## config.mk

```make
export PLATFORM = sky130hd
export DESIGN_NAME = pol_fault_protection_manager
export DESIGN_NICKNAME = d
export VERILOG_FILES = /design/src/prot_pkg.sv /design/src/retry_timer.sv /design/src/fault_line_port.sv /design/src/pol_fault_protection_manager.sv
export VERILOG_INCLUDE_DIRS = /design/src
export SDC_FILE = /design/constraint.sdc
export NUM_CORES = 1
export LEC_CHECK = 0
export ABC_CLOCK_PERIOD_IN_PS = 4090
export BUFFER_PORTS_ARGS = -buffer_cell sky130_fd_sc_hd__buf_4
export CAP_MARGIN = 10
export CELL_PAD_IN_SITES_DETAIL_PLACEMENT = 1
export CELL_PAD_IN_SITES_GLOBAL_PLACEMENT = 1
export CORE_ASPECT_RATIO = 0.8
export CORE_MARGIN = 2
export CORE_UTILIZATION = 52
export CTS_CLUSTER_DIAMETER = 40
export DETAILED_ROUTE_END_ITERATION = 6
export PLACE_DENSITY = 0.89
export SLEW_MARGIN = 20
export SYNTH_ARGS = -nofsm -noshare
export SYNTH_HDL_FRONTEND = slang
export SYNTH_SLANG_ARGS = --single-unit
```

## constraint.sdc

```tcl
create_clock -name clk -period 4.09 [get_ports clk]
set_input_delay 0.6135 -clock clk [delete_from_list [all_inputs] [get_ports clk]]
set_output_delay 0.6135 -clock clk [all_outputs]
set_load 0.01 [all_outputs]
```

## src/prot_defines.svh

```systemverilog
// prot_defines.svh: offsets, bit positions and timing counts of the protection manager
// assumes: included by its bare name from every file that needs the numbers
`ifndef PROT_DEFINES_SVH
`define PROT_DEFINES_SVH
`define STATUS_OFFSET 8'h16
`define BIT_TEMP_WARN 7
`define BIT_POWER_GOOD 6
`define BIT_OVERVOLT 1
`define STATUS_RESERVED_VAL 1'b1
`define CLK_FREQ_KHZ 200000
`define RETRY_TIME_MS 130
`define RETRY_CYCLES (`RETRY_TIME_MS * `CLK_FREQ_KHZ)
`define TRACK_WINDOW_MV 250
`define OV_MARGIN_MV 250
`define OV_FLOOR_MV 500
`define OV_PCT_MIN 110
`define OV_PCT_MAX 130
`define PCT_DIV 100
`endif

```

## src/prot_pkg.sv

```systemverilog
// prot_pkg.sv: types shared by the protection manager and its fault line port
// assumes: nothing beyond a SystemVerilog compiler
package prot_pkg;
  typedef enum logic [1:0] {STYLE_SEQ, STYLE_CRIT, STYLE_EMER} off_style_t;
  typedef enum logic [1:0] {PW_OFF, PW_RUN, PW_SHUT} power_state_t;
  typedef enum logic [1:0] {LN_IDLE, LN_BIT1, LN_BIT0, LN_HOLD} line_state_t;
endpackage

```

## src/retry_timer.sv

```systemverilog
// retry_timer.sv: one-shot interval timer that holds off restarts after a trip
// assumes: start is a one-cycle pulse; busy stays high for CYCLES cycles after it
`timescale 1ns/1ps
`include "prot_defines.svh"
module retry_timer #(
  parameter int unsigned CYCLES = `RETRY_CYCLES
) (
  input wire logic clk, // system clock
  input wire logic rst_b, // async reset, active low
  input wire logic start, // restart the interval
  output logic busy // interval still running
);
  logic [31:0] cnt_q;

  always_ff @(posedge clk or negedge rst_b) begin
    if (!rst_b) begin
      cnt_q <= 32'h0;
      busy <= 1'b0;
    end else if (start) begin
      cnt_q <= 32'(CYCLES - 1);
      busy <= 1'b1;
    end else if (busy) begin
      if (cnt_q == 32'h0) begin
        busy <= 1'b0;
      end else begin
        cnt_q <= cnt_q - 32'h1;
      end
    end
  end
endmodule

```

## src/fault_line_port.sv

```systemverilog
// fault_line_port.sv: drives and decodes the shared open-drain fault line
// assumes: sync_line and line_in are synchronous to clk; line moves on sync falls only
`timescale 1ns/1ps
module fault_line_port (
  input wire logic clk, // system clock
  input wire logic rst_b, // async reset, active low
  input wire logic sync_line, // manager's synchronisation line
  input wire logic tx_req, // own fault wants the line low
  input prot_pkg::off_style_t tx_style, // turn-off style to send
  input wire logic line_in, // level seen on the fault line
  output logic line_out, // level driven when enabled
  output logic line_oe_b, // low while pulling the line
  output logic rx_fault, // a decoded fault is on the line
  output prot_pkg::off_style_t rx_style // decoded turn-off style
);
  import prot_pkg::*;
  logic sync_d_q, line_hi_q, rx_b1_q, sync_fall;
  line_state_t tx_q, rx_q;

  assign sync_fall = sync_d_q & !sync_line;

  always_ff @(posedge clk or negedge rst_b) begin
    if (!rst_b) begin
      sync_d_q <= 1'b1;
      line_out <= 1'b0;
    end else begin
      sync_d_q <= sync_line;
      line_out <= 1'b0;
    end
  end

  // start low, then style bit 1, bit 0, then hold low while the fault lasts
  always_ff @(posedge clk or negedge rst_b) begin
    if (!rst_b) begin
      tx_q <= LN_IDLE;
      line_oe_b <= 1'b1;
    end else if (sync_fall) begin // [RL21]
      case (tx_q)
        LN_IDLE: if (tx_req) begin
          line_oe_b <= 1'b0; // [RL16]
          tx_q <= LN_BIT1;
        end
        LN_BIT1: begin
          line_oe_b <= tx_style[1]; // [RL18]
          tx_q <= LN_BIT0;
        end
        LN_BIT0: begin
          line_oe_b <= tx_style[0]; // [RL18]
          tx_q <= LN_HOLD;
        end
        LN_HOLD: begin
          line_oe_b <= !tx_req;
          if (!tx_req) tx_q <= LN_IDLE;
        end
        default: tx_q <= LN_IDLE;
      endcase
    end
  end

  always_ff @(posedge clk or negedge rst_b) begin
    if (!rst_b) begin
      rx_q <= LN_IDLE;
      line_hi_q <= 1'b1;
      rx_b1_q <= 1'b0;
      rx_fault <= 1'b0;
      rx_style <= STYLE_SEQ;
    end else if (sync_fall) begin
      line_hi_q <= line_in;
      case (rx_q)
        LN_IDLE: if (line_hi_q && !line_in) rx_q <= LN_BIT1;
        LN_BIT1: begin
          rx_b1_q <= line_in;
          rx_q <= LN_BIT0;
        end
        LN_BIT0: begin
          if (rx_b1_q) rx_style <= line_in ? STYLE_CRIT : STYLE_EMER;
          else rx_style <= line_in ? STYLE_CRIT : STYLE_SEQ;
          rx_fault <= 1'b1; // [RL18]
          rx_q <= LN_HOLD;
        end
        LN_HOLD: if (line_in) begin
          rx_fault <= 1'b0;
          rx_q <= LN_IDLE;
        end
        default: rx_q <= LN_IDLE;
      endcase
    end
  end
endmodule

```

## src/pol_fault_protection_manager.sv

```systemverilog
// pol_fault_protection_manager.sv: fault detection, turn-off, hiccup and status of one converter
// assumes: voltages in mV and comparator flags arrive synchronous to clk
//
// Summary of operation
// (RL1) output above ov limit: error, off, flag
// (RL2) ov emergency: high side off, low on
// (RL3) ov limit 110..130 percent, floor 0.5V
// (RL4) ov limit at least 0.25V above setpoint
// (RL5) limits scale with present output target
// (RL6) margining never re-arms tracking protection
// (RL7) non-latching faults retry every 130ms
// (RL8) latched faults restart only after clear, cycle
// (RL9) retry interval independent of turn-off delay
// (RL10) separate turn-off style for ot, uv, ov
// (RL11) sequenced off uses normal ramp-down
// (RL12) critical off opens both switches at once
// (RL13) status bit layout, bit 0 reserved
// (RL14) active condition reads as 0
// (RL15) writing 1 clears latched fault
// (RL16) propagating fault pulls fault line low
// (RL17) line pulled low: turn off same style
// (RL18) style encoded at line falling edge
// (RL19) manager forwards style unchanged between groups
// (RL20) manager may cut front end, crowbar
// (RL21) fault line changes on sync falls only
// (RL22) tracking only in ramp-up, 250mV window
// (RL23) latched flag stays 0 until written
`timescale 1ns/1ps
`include "prot_defines.svh"
module pol_fault_protection_manager #(
  parameter int unsigned RETRY_CYCLES = `RETRY_CYCLES // hiccup interval in clk cycles
) (
  input wire logic clk, // system clock
  input wire logic rst_b, // async power-on reset, active low
  input wire logic [7:0] reg_addr, // register address
  input wire logic reg_wr, // register write strobe
  input wire logic [7:0] reg_wdata, // register write data
  output logic [7:0] reg_rdata_q, // registered read data
  input wire logic on_cmd, // turn-on command
  input wire logic [12:0] vout_mv, // measured output
  input wire logic [12:0] target_mv, // present output target
  input wire logic [12:0] ramp_mv, // programmed ramp value
  input wire logic [7:0] ov_pct, // ov limit, percent
  input wire logic [7:0] uv_pct, // uv limit, percent
  input wire logic above_prebias, // output above pre-bias
  input wire logic steady_state, // ramp finished
  input wire logic ramping_up, // output ramping up
  input wire logic margin_change, // target moving by margining
  input wire logic track_en, // tracking protection enabled
  input wire logic oc_det, // overcurrent comparator
  input wire logic ot_det, // overtemperature comparator
  input wire logic tw_warn, // temperature warning active
  input wire logic pg_warn, // power-good warning active
  input wire logic [4:0] latch_cfg, // latching per fault: tr ot oc uv ov
  input wire logic [4:0] prop_cfg, // propagation per fault: tr ot oc uv ov
  input wire logic ot_style_crit, // ot off critical, else sequenced
  input wire logic uv_style_crit, // uv off critical, else sequenced
  input wire logic ov_style_emer, // ov off emergency, else critical
  input wire logic ramp_down_done, // sequenced ramp-down finished
  input wire logic sync_line, // manager's synchronisation line
  input wire logic fault_line_in, // shared fault line level
  output logic fault_line_out, // fault line drive level
  output logic fault_line_oe_b, // low while pulling the fault line
  output logic conv_on_q, // converter switching
  output logic hs_off_q, // high-side switch forced off
  output logic ls_on_q, // low-side switch forced on
  output logic ramp_down_q // controlled ramp-down request
);
  import prot_pkg::*;
  localparam logic [7:0] STATUS_ADDR = `STATUS_OFFSET;

  logic [13:0] ov_thr, uv_thr, pct_thr, trk_diff;
  logic [7:0] ov_pct_c, status;
  logic [4:0] cond, fault_q, clr;
  logic ov_det, uv_det, oc_act, trk_det, trip, remote, status_sel;
  logic timer_busy, timer_start, start_ok, latched_pend;
  logic track_armed_q, cycled_q, tx_req_q, rx_fault;
  off_style_t style, style_q, rx_style;
  power_state_t state_q;

  // limits follow the present target, so margining moves them too
  always_comb begin
    ov_pct_c = ov_pct;
    if (ov_pct < 8'(`OV_PCT_MIN)) ov_pct_c = 8'(`OV_PCT_MIN); // [RL3]
    if (ov_pct > 8'(`OV_PCT_MAX)) ov_pct_c = 8'(`OV_PCT_MAX); // [RL3]
    pct_thr = 14'((21'(target_mv) * 21'(ov_pct_c)) / 21'(`PCT_DIV)); // [RL5]
    ov_thr = pct_thr;
    if (ov_thr < 14'(target_mv) + 14'(`OV_MARGIN_MV)) begin
      ov_thr = 14'(target_mv) + 14'(`OV_MARGIN_MV); // [RL4]
    end
    if (ov_thr < 14'(`OV_FLOOR_MV)) ov_thr = 14'(`OV_FLOOR_MV); // [RL3]
    uv_thr = 14'((21'(target_mv) * 21'(uv_pct)) / 21'(`PCT_DIV)); // [RL5]
    if (vout_mv > ramp_mv) trk_diff = 14'(vout_mv - ramp_mv);
    else trk_diff = 14'(ramp_mv - vout_mv);
  end

  assign ov_det = above_prebias & ({1'b0, vout_mv} > ov_thr); // [RL1]
  assign uv_det = steady_state & conv_on_q & !oc_det & ({1'b0, vout_mv} < uv_thr);
  assign oc_act = above_prebias & oc_det;
  assign trk_det = track_en & ramping_up & track_armed_q &
    (trk_diff > 14'(`TRACK_WINDOW_MV)); // [RL22]
  assign cond = {trk_det, ot_det, oc_act, uv_det, ov_det};
  assign trip = |cond;
  assign remote = rx_fault & !tx_req_q; // [RL17]
  assign status_sel = (reg_addr == STATUS_ADDR);
  assign clr = (reg_wr && status_sel) ? reg_wdata[5:1] : 5'h00; // [RL15]
  assign status = {!tw_warn, !pg_warn, ~fault_q, `STATUS_RESERVED_VAL}; // [RL13] [RL14]
  assign latched_pend = |(fault_q & latch_cfg);
  assign start_ok = on_cmd & !timer_busy & !trip & !remote &
    (!latched_pend | cycled_q); // [RL8]
  assign timer_start = (state_q == PW_RUN) & (trip | remote); // [RL9]

  // one flag per fault; a new event wins over a clear in the same cycle
  for (genvar i = 0; i < 5; i++) begin : g_flag
    always_ff @(posedge clk or negedge rst_b) begin
      if (!rst_b) begin
        fault_q[i] <= 1'b0;
      end else if (cond[i]) begin
        fault_q[i] <= 1'b1; // [RL1]
      end else if (clr[i] || !latch_cfg[i]) begin
        fault_q[i] <= 1'b0; // [RL23]
      end
    end
  end

  // style of the first active event in the order ov, oc or tracking, ot, uv; otherwise the style seen on the line
  always_comb begin
    if (cond[0]) style = ov_style_emer ? STYLE_EMER : STYLE_CRIT; // [RL10]
    else if (cond[2] || cond[4]) style = STYLE_CRIT;
    else if (cond[3]) style = ot_style_crit ? STYLE_CRIT : STYLE_SEQ; // [RL10]
    else if (cond[1]) style = uv_style_crit ? STYLE_CRIT : STYLE_SEQ; // [RL10]
    else style = rx_style; // [RL17]
  end

  always_ff @(posedge clk or negedge rst_b) begin
    if (!rst_b) begin
      track_armed_q <= 1'b0;
    end else if (margin_change || steady_state) begin
      track_armed_q <= 1'b0; // [RL6]
    end else if (state_q == PW_OFF && start_ok) begin
      track_armed_q <= 1'b1;
    end
  end

  always_ff @(posedge clk or negedge rst_b) begin
    if (!rst_b) begin
      tx_req_q <= 1'b0;
      reg_rdata_q <= 8'h00;
    end else begin
      tx_req_q <= |(fault_q & prop_cfg); // [RL16]
      reg_rdata_q <= status_sel ? status : 8'h00; // [RL14]
    end
  end

  always_ff @(posedge clk or negedge rst_b) begin
    if (!rst_b) begin
      state_q <= PW_OFF;
      conv_on_q <= 1'b0;
      hs_off_q <= 1'b1;
      ls_on_q <= 1'b0;
      ramp_down_q <= 1'b0;
      style_q <= STYLE_SEQ;
      cycled_q <= 1'b0;
    end else begin
      case (state_q)
        PW_OFF: begin
          if (!on_cmd) cycled_q <= 1'b1;
          if (start_ok) begin // [RL7]
            state_q <= PW_RUN;
            conv_on_q <= 1'b1;
            hs_off_q <= 1'b0;
            ls_on_q <= 1'b0;
            cycled_q <= 1'b0;
          end
        end
        PW_RUN, PW_SHUT: begin
          if (trip || remote) begin
            style_q <= style;
            cycled_q <= 1'b0;
            // a lasting cause must not stall a sequenced ramp that has finished
            if (style == STYLE_SEQ && !(state_q == PW_SHUT && ramp_down_done)) begin
              state_q <= PW_SHUT;
              ramp_down_q <= 1'b1; // [RL11]
            end else begin
              state_q <= PW_OFF;
              conv_on_q <= 1'b0;
              ramp_down_q <= 1'b0;
              hs_off_q <= 1'b1; // [RL12]
              ls_on_q <= (style == STYLE_EMER); // [RL2]
            end
          end else if (state_q == PW_RUN && !on_cmd) begin
            state_q <= PW_SHUT;
            ramp_down_q <= 1'b1;
          end else if (state_q == PW_SHUT && ramp_down_done) begin
            state_q <= PW_OFF;
            conv_on_q <= 1'b0;
            ramp_down_q <= 1'b0;
            hs_off_q <= 1'b1;
          end
        end
        default: state_q <= PW_OFF;
      endcase
    end
  end

  retry_timer #(
    .CYCLES(RETRY_CYCLES)
  ) u_timer (
    .clk(clk),
    .rst_b(rst_b),
    .start(timer_start),
    .busy(timer_busy)
  );

  fault_line_port u_line (
    .clk(clk),
    .rst_b(rst_b),
    .sync_line(sync_line),
    .tx_req(tx_req_q),
    .tx_style(style_q),
    .line_in(fault_line_in),
    .line_out(fault_line_out),
    .line_oe_b(fault_line_oe_b),
    .rx_fault(rx_fault),
    .rx_style(rx_style)
  );
endmodule

```

==> key figures, run 1 <==
Synth
  • Synthesis-stage register bit count: 68
  • Number of synthesized flops with an enable pin: 0
  • Share of the synthesized area in the top cell type: 13.8%
  • Post-synthesis cell count: 2467
  • Syn avg cell area: 7.90 µm²
  • Fraction of registers with async set/reset: 100%
  • Synth top cells by count: nand2_1, inv_1, ha_1
  • Post-Syn Area: 19500 µm²
  • Post-Syn Nets: ~2900
  • Post-synthesis sequential area ratio: 8.76%
  • Main synth FF type: dfrtp_1
  • Synth unique cells: 137
  • Dominant cells by area after synthesis: fa_1, ha_1, dfrtp_1, nand2_1, inv_1
  • Most common cell in the synthesized netlist: nand2_1
  • Leading area contributor after synthesis: fa_1
  • Yosys warning total: 0

Die
  • DIE HEIGHT: 177 µm
  • Initial Util: 52.7%
  • # IOs: 114
  • Die X: around 220 µm
  • Cell Rows: 63

Outcome
  • Stopped at: detailed placement (3_5_place_dp)
  • Error message: [ERROR DPL-0033] detailed placement checks failed during check placement.
  • Status: stopped before the end

Placed design
  • Post-DP HPWL: slightly below 100 mm
  • Placer congestion estimate: 0.964
  • Port Buf Inserts: 109
stage by stage:
stage	cell area [µm²]	setup WS, ps	cells	hold WS [ps]
after global placement	26900	-12240	3703	448
after floorplan	20500	-11700	2467	318
kinds of logic after synthesis:
| logic type | Yosys count | share of synthesized area (%) |
|---|---|---|
| buf+inv | 313 | 6.33 |
| flops | 68 | 8.76 |
| xor+xnor | 107 | 4.92 |
| mux | 64 | 3.47 |
| other cells | 1 | 0.0192 |
| compound gates | 729 | 28.8 |
| simple gates | 885 | 23.3 |
| fa+ha+maj | 300 | 24.4 |
==> run 2: changes to the inputs <==
--- a/config.mk
+++ b/config.mk
@@ -9,14 +9,10 @@
 export ABC_CLOCK_PERIOD_IN_PS = 4090
 export BUFFER_PORTS_ARGS = -buffer_cell sky130_fd_sc_hd__buf_4
 export CAP_MARGIN = 10
-export CELL_PAD_IN_SITES_DETAIL_PLACEMENT = 1
-export CELL_PAD_IN_SITES_GLOBAL_PLACEMENT = 1
-export CORE_ASPECT_RATIO = 0.8
 export CORE_MARGIN = 2
-export CORE_UTILIZATION = 52
-export CTS_CLUSTER_DIAMETER = 40
+export CORE_UTILIZATION = 40
 export DETAILED_ROUTE_END_ITERATION = 6
-export PLACE_DENSITY = 0.89
+export PLACE_DENSITY_LB_ADDON = 0.15
 export SLEW_MARGIN = 20
 export SYNTH_ARGS = -nofsm -noshare
 export SYNTH_HDL_FRONTEND = slang
==> run 2 against run 1 <==
The flow now finishes, with violations (DRC, setup timing). Synthesized cell count unchanged. Area after synthesis unchanged.
==> key figures, run 2 <==
Clocking
  • Clk buf depth: 2
  • Root Buffer: clkbuf_16
  • Worst-path clk slew: ~60 ps
  • CTS Hold Bufs: 0
  • CTS sink count: 68
  • Number of buffers created by CTS: 9
  • CTS tree: built
  • Worst skew pair latency: 330 ps
  • CTS H-tree lvls: 3

Synth
  • Synth unique cells: 137 (unchanged)
  • Number of synthesized flops with an enable pin: 0 (unchanged)
  • Main synth FF type: dfrtp_1
  • Post-synthesis cell count: 2467 (unchanged)
  • Most common cell in the synthesized netlist: nand2_1
  • Share of the synthesized area in the top cell type: 13.8% (unchanged)
  • Yosys warning total: 0 (unchanged)
  • Post-synthesis sequential area ratio: 8.76% (unchanged)
  • Leading area contributor after synthesis: fa_1
  • Post-Syn Nets: 2861 (unchanged)
  • Synthesis-stage register bit count: 68 (unchanged)
  • Dominant cells by area after synthesis: fa_1, ha_1, dfrtp_1, nand2_1, inv_1
  • Fraction of registers with async set/reset: 100% (unchanged)
  • Synth top cells by count: nand2_1, inv_1, ha_1
  • Post-Syn Area: 19500 µm² (unchanged)
  • Syn avg cell area: 7.90 µm² (unchanged)

Placed design
  • Post-DP HPWL: 54.6 mm (-45%)
  • Dpl cells: 3845
  • Placer congestion estimate: 0.903 (-6.3%)
  • Port Buf Inserts: 109 (unchanged)
  • Area after DPL: 27100 µm²

STA
  • Tcrit/Tclk final: 392%
  • Least-Margin Pin Slew: 854 ps
  • RSZ-0062 raised after global routing: true
  • Achievable frequency: 0.0624 GHz
  • Worst setup margin: -11940 ps
  • Worst Skew: between 6 and 7 ps
  • Slew Limit Fails: 0
  • Setup Viol. Count Final: 46
  • Tmin final: 16030 ps
  • Worst hold slack: 395 ps
  • Final Hold Viols: 0
  • Relative slew margins: 43.1%

Routing
  • Drt pass-1 iters: 7
  • Detailed-route DRC error count: 1
  • Wire per inst: 17.4 µm
  • Initial detailed-routing violation count: 1354
  • Remaining antenna violation count: 0
  • Vias post-DR: 22581
  • Final WL: about 70 mm
  • Vias/cell: 5.61

Global routing
  • First-pass GRT wire length: about 110 mm
  • Antenna violations before repair: 1
  • GRT Overall Usage: approximately 27%
  • Number of global-route vias before repair: 23541
  • Grt total ovfl: 0
  • Pin count of the biggest net entering global routing: 69

Finish
  • Post-route insts no fill: 4027
  • Commonest non-fill, non-tap cell in the layout: buf_4
  • Area growth from synthesis to layout: 57.5%
  • Largest register by flop count: u_timer.cnt_q
  • Layout cells sized above 1: ~45%
  • Biggest regs: u_timer.cnt_q (32), reg_rdata_q (8), fault_q (5)
  • Leading cell types in the layout, fill and taps excluded: buf_4, nand2_1, inv_1
  • Largest register FFs: 32
  • Final Instance Area: 30700 µm²
  • Fin nets: 3801

Setup path
  • CP max stage cell: or4b_4
  • Worst setup path category: in2reg
  • FF-to-FF Start: u_timer.cnt_q[0]
  • Worst path max stage delay: 510 ps
  • Critical Path Fanout Max: 6
  • FF-to-FF End: u_timer.cnt_q[27]
  • R2r setup slk: roughly 970 ps
  • CP Capture Type: flip-flop
  • Delay-heaviest family, CP: buffers and inverters
  • Worst EP arrival: 16220 ps
  • Crit start category: primary input
  • Crit path top cell by count: buf_4
  • Worst endpoint required time: ~4300 ps
  • Reg2reg path depth: 14
  • Bufs and invs on worst path: 54

Hold path
  • Hold WC Path Type: in2async

Outcome
  • Failing checks: DRC, setup timing
  • Status: finished with violations

Die
  • DIE HEIGHT: 225 µm (+27%)
  • Die ar.: 50500 µm²
  • # IOs: 114 (unchanged)
  • Cell Rows: 80 (+27%)
  • Initial Util: 40.6% (-12 points)
  • Die X: 225 µm (+1.9%)
  • Core Footprint: 47900 µm²

Run
  • Max Cap Viol: 0
==> run 2: worst max-delay path by stage <==
stage,start,to,slack [ps],cells past startpoint
after floorplan,ov_pct[2],state_q[1],-11700,74
after global placement,ov_pct[2],state_q[1],-12290,72
after detailed placement,ov_pct[2],state_q[1],-12610,74
after CTS,ov_pct[1],state_q[1],-11500,77
after global routing,ov_pct[2],ramp_down_q,-12620,81
final,ov_pct[2],conv_on_q,-11940,95
==> run 2: final cells by class <==
class / instances / area (µm²)
multi-input combinational: 2087 / 19200
clock inverter: 6 / 41.3
sequential: 68 / 1710
clock buffer: 9 / 225
tap: 615 / 769
fill: 3999 / 17200
antenna: 1 / 2.50
timing repair buffer: 1030 / 7990
inverter: 211 / 795
==> run 2: timing repair <==
| item | 4_1_cts | 5_1_grt |
|---|---|---|
| pin swaps | 157 | 114 |
| gates resized for setup | 246 | 149 |
| endpoints found under the hold margin | 0 | 0 |
| buffers inserted | 127 | 42 |
| endpoints found under the setup margin | 46 | 46 |
| cloned | 0 | 1 |
==> run 2: metrics by stage <==
| stage | worst slack, ps | utilization (%) | TNS, ps |
|---|---|---|---|
| after floorplan | -11700 | - | -519060 |
| after global placement | -12290 | 56.6 | -545600 |
| after detailed placement | -12610 | 56.6 | -560210 |
| after CTS | -11500 | 61.6 | -510900 |
| after global routing | -12620 | 64.0 | -561560 |
| final | -11940 | 64.0 | -529480 |
==> run 2: cells by family (layout without fill, tap and decap cells) <==
kind of cell	Yosys count	in the layout	share of synthesized area [%]
multiplexers	64	64	3.47
buffers and inverters	313	1256	6.33
XOR/XNOR	107	108	4.92
AND/OR/NAND/NOR	885	885	23.3
AO/OA/AOI/OAI	729	729	28.8
flip-flops	68	68	8.76
other	1	2	0.0192
adder cells (fa/ha/maj)	300	300	24.4
==> run 2: routing by layer <==
layer	wire, µm	part of all wire (%)	up-vias	GRT usage, %
li1	-	-	10884	-
met2	35400	50	551	49.9
met4	1720	2.5	0	7.11
met5	0	0	-	0
met3	2660	3.8	112	2.02
met1	30400	43	11034	34.6
==> run 2: worst reg2reg max path, delay by kind of cell, from the launching register on <==
family,cells,cell delay [ps]
AOI/OAI and AO/OA,1,120
and+or+nand+nor,10,2130
adders and majority gates,1,200
xor gates and xnor gates,1,150
buffers and inverters,1,80
DFF,1,370
Power of run 2 is left out: the tool's default activity adds up to more than one toggle a clock period on the data nets, which glitch-free logic cannot reach.
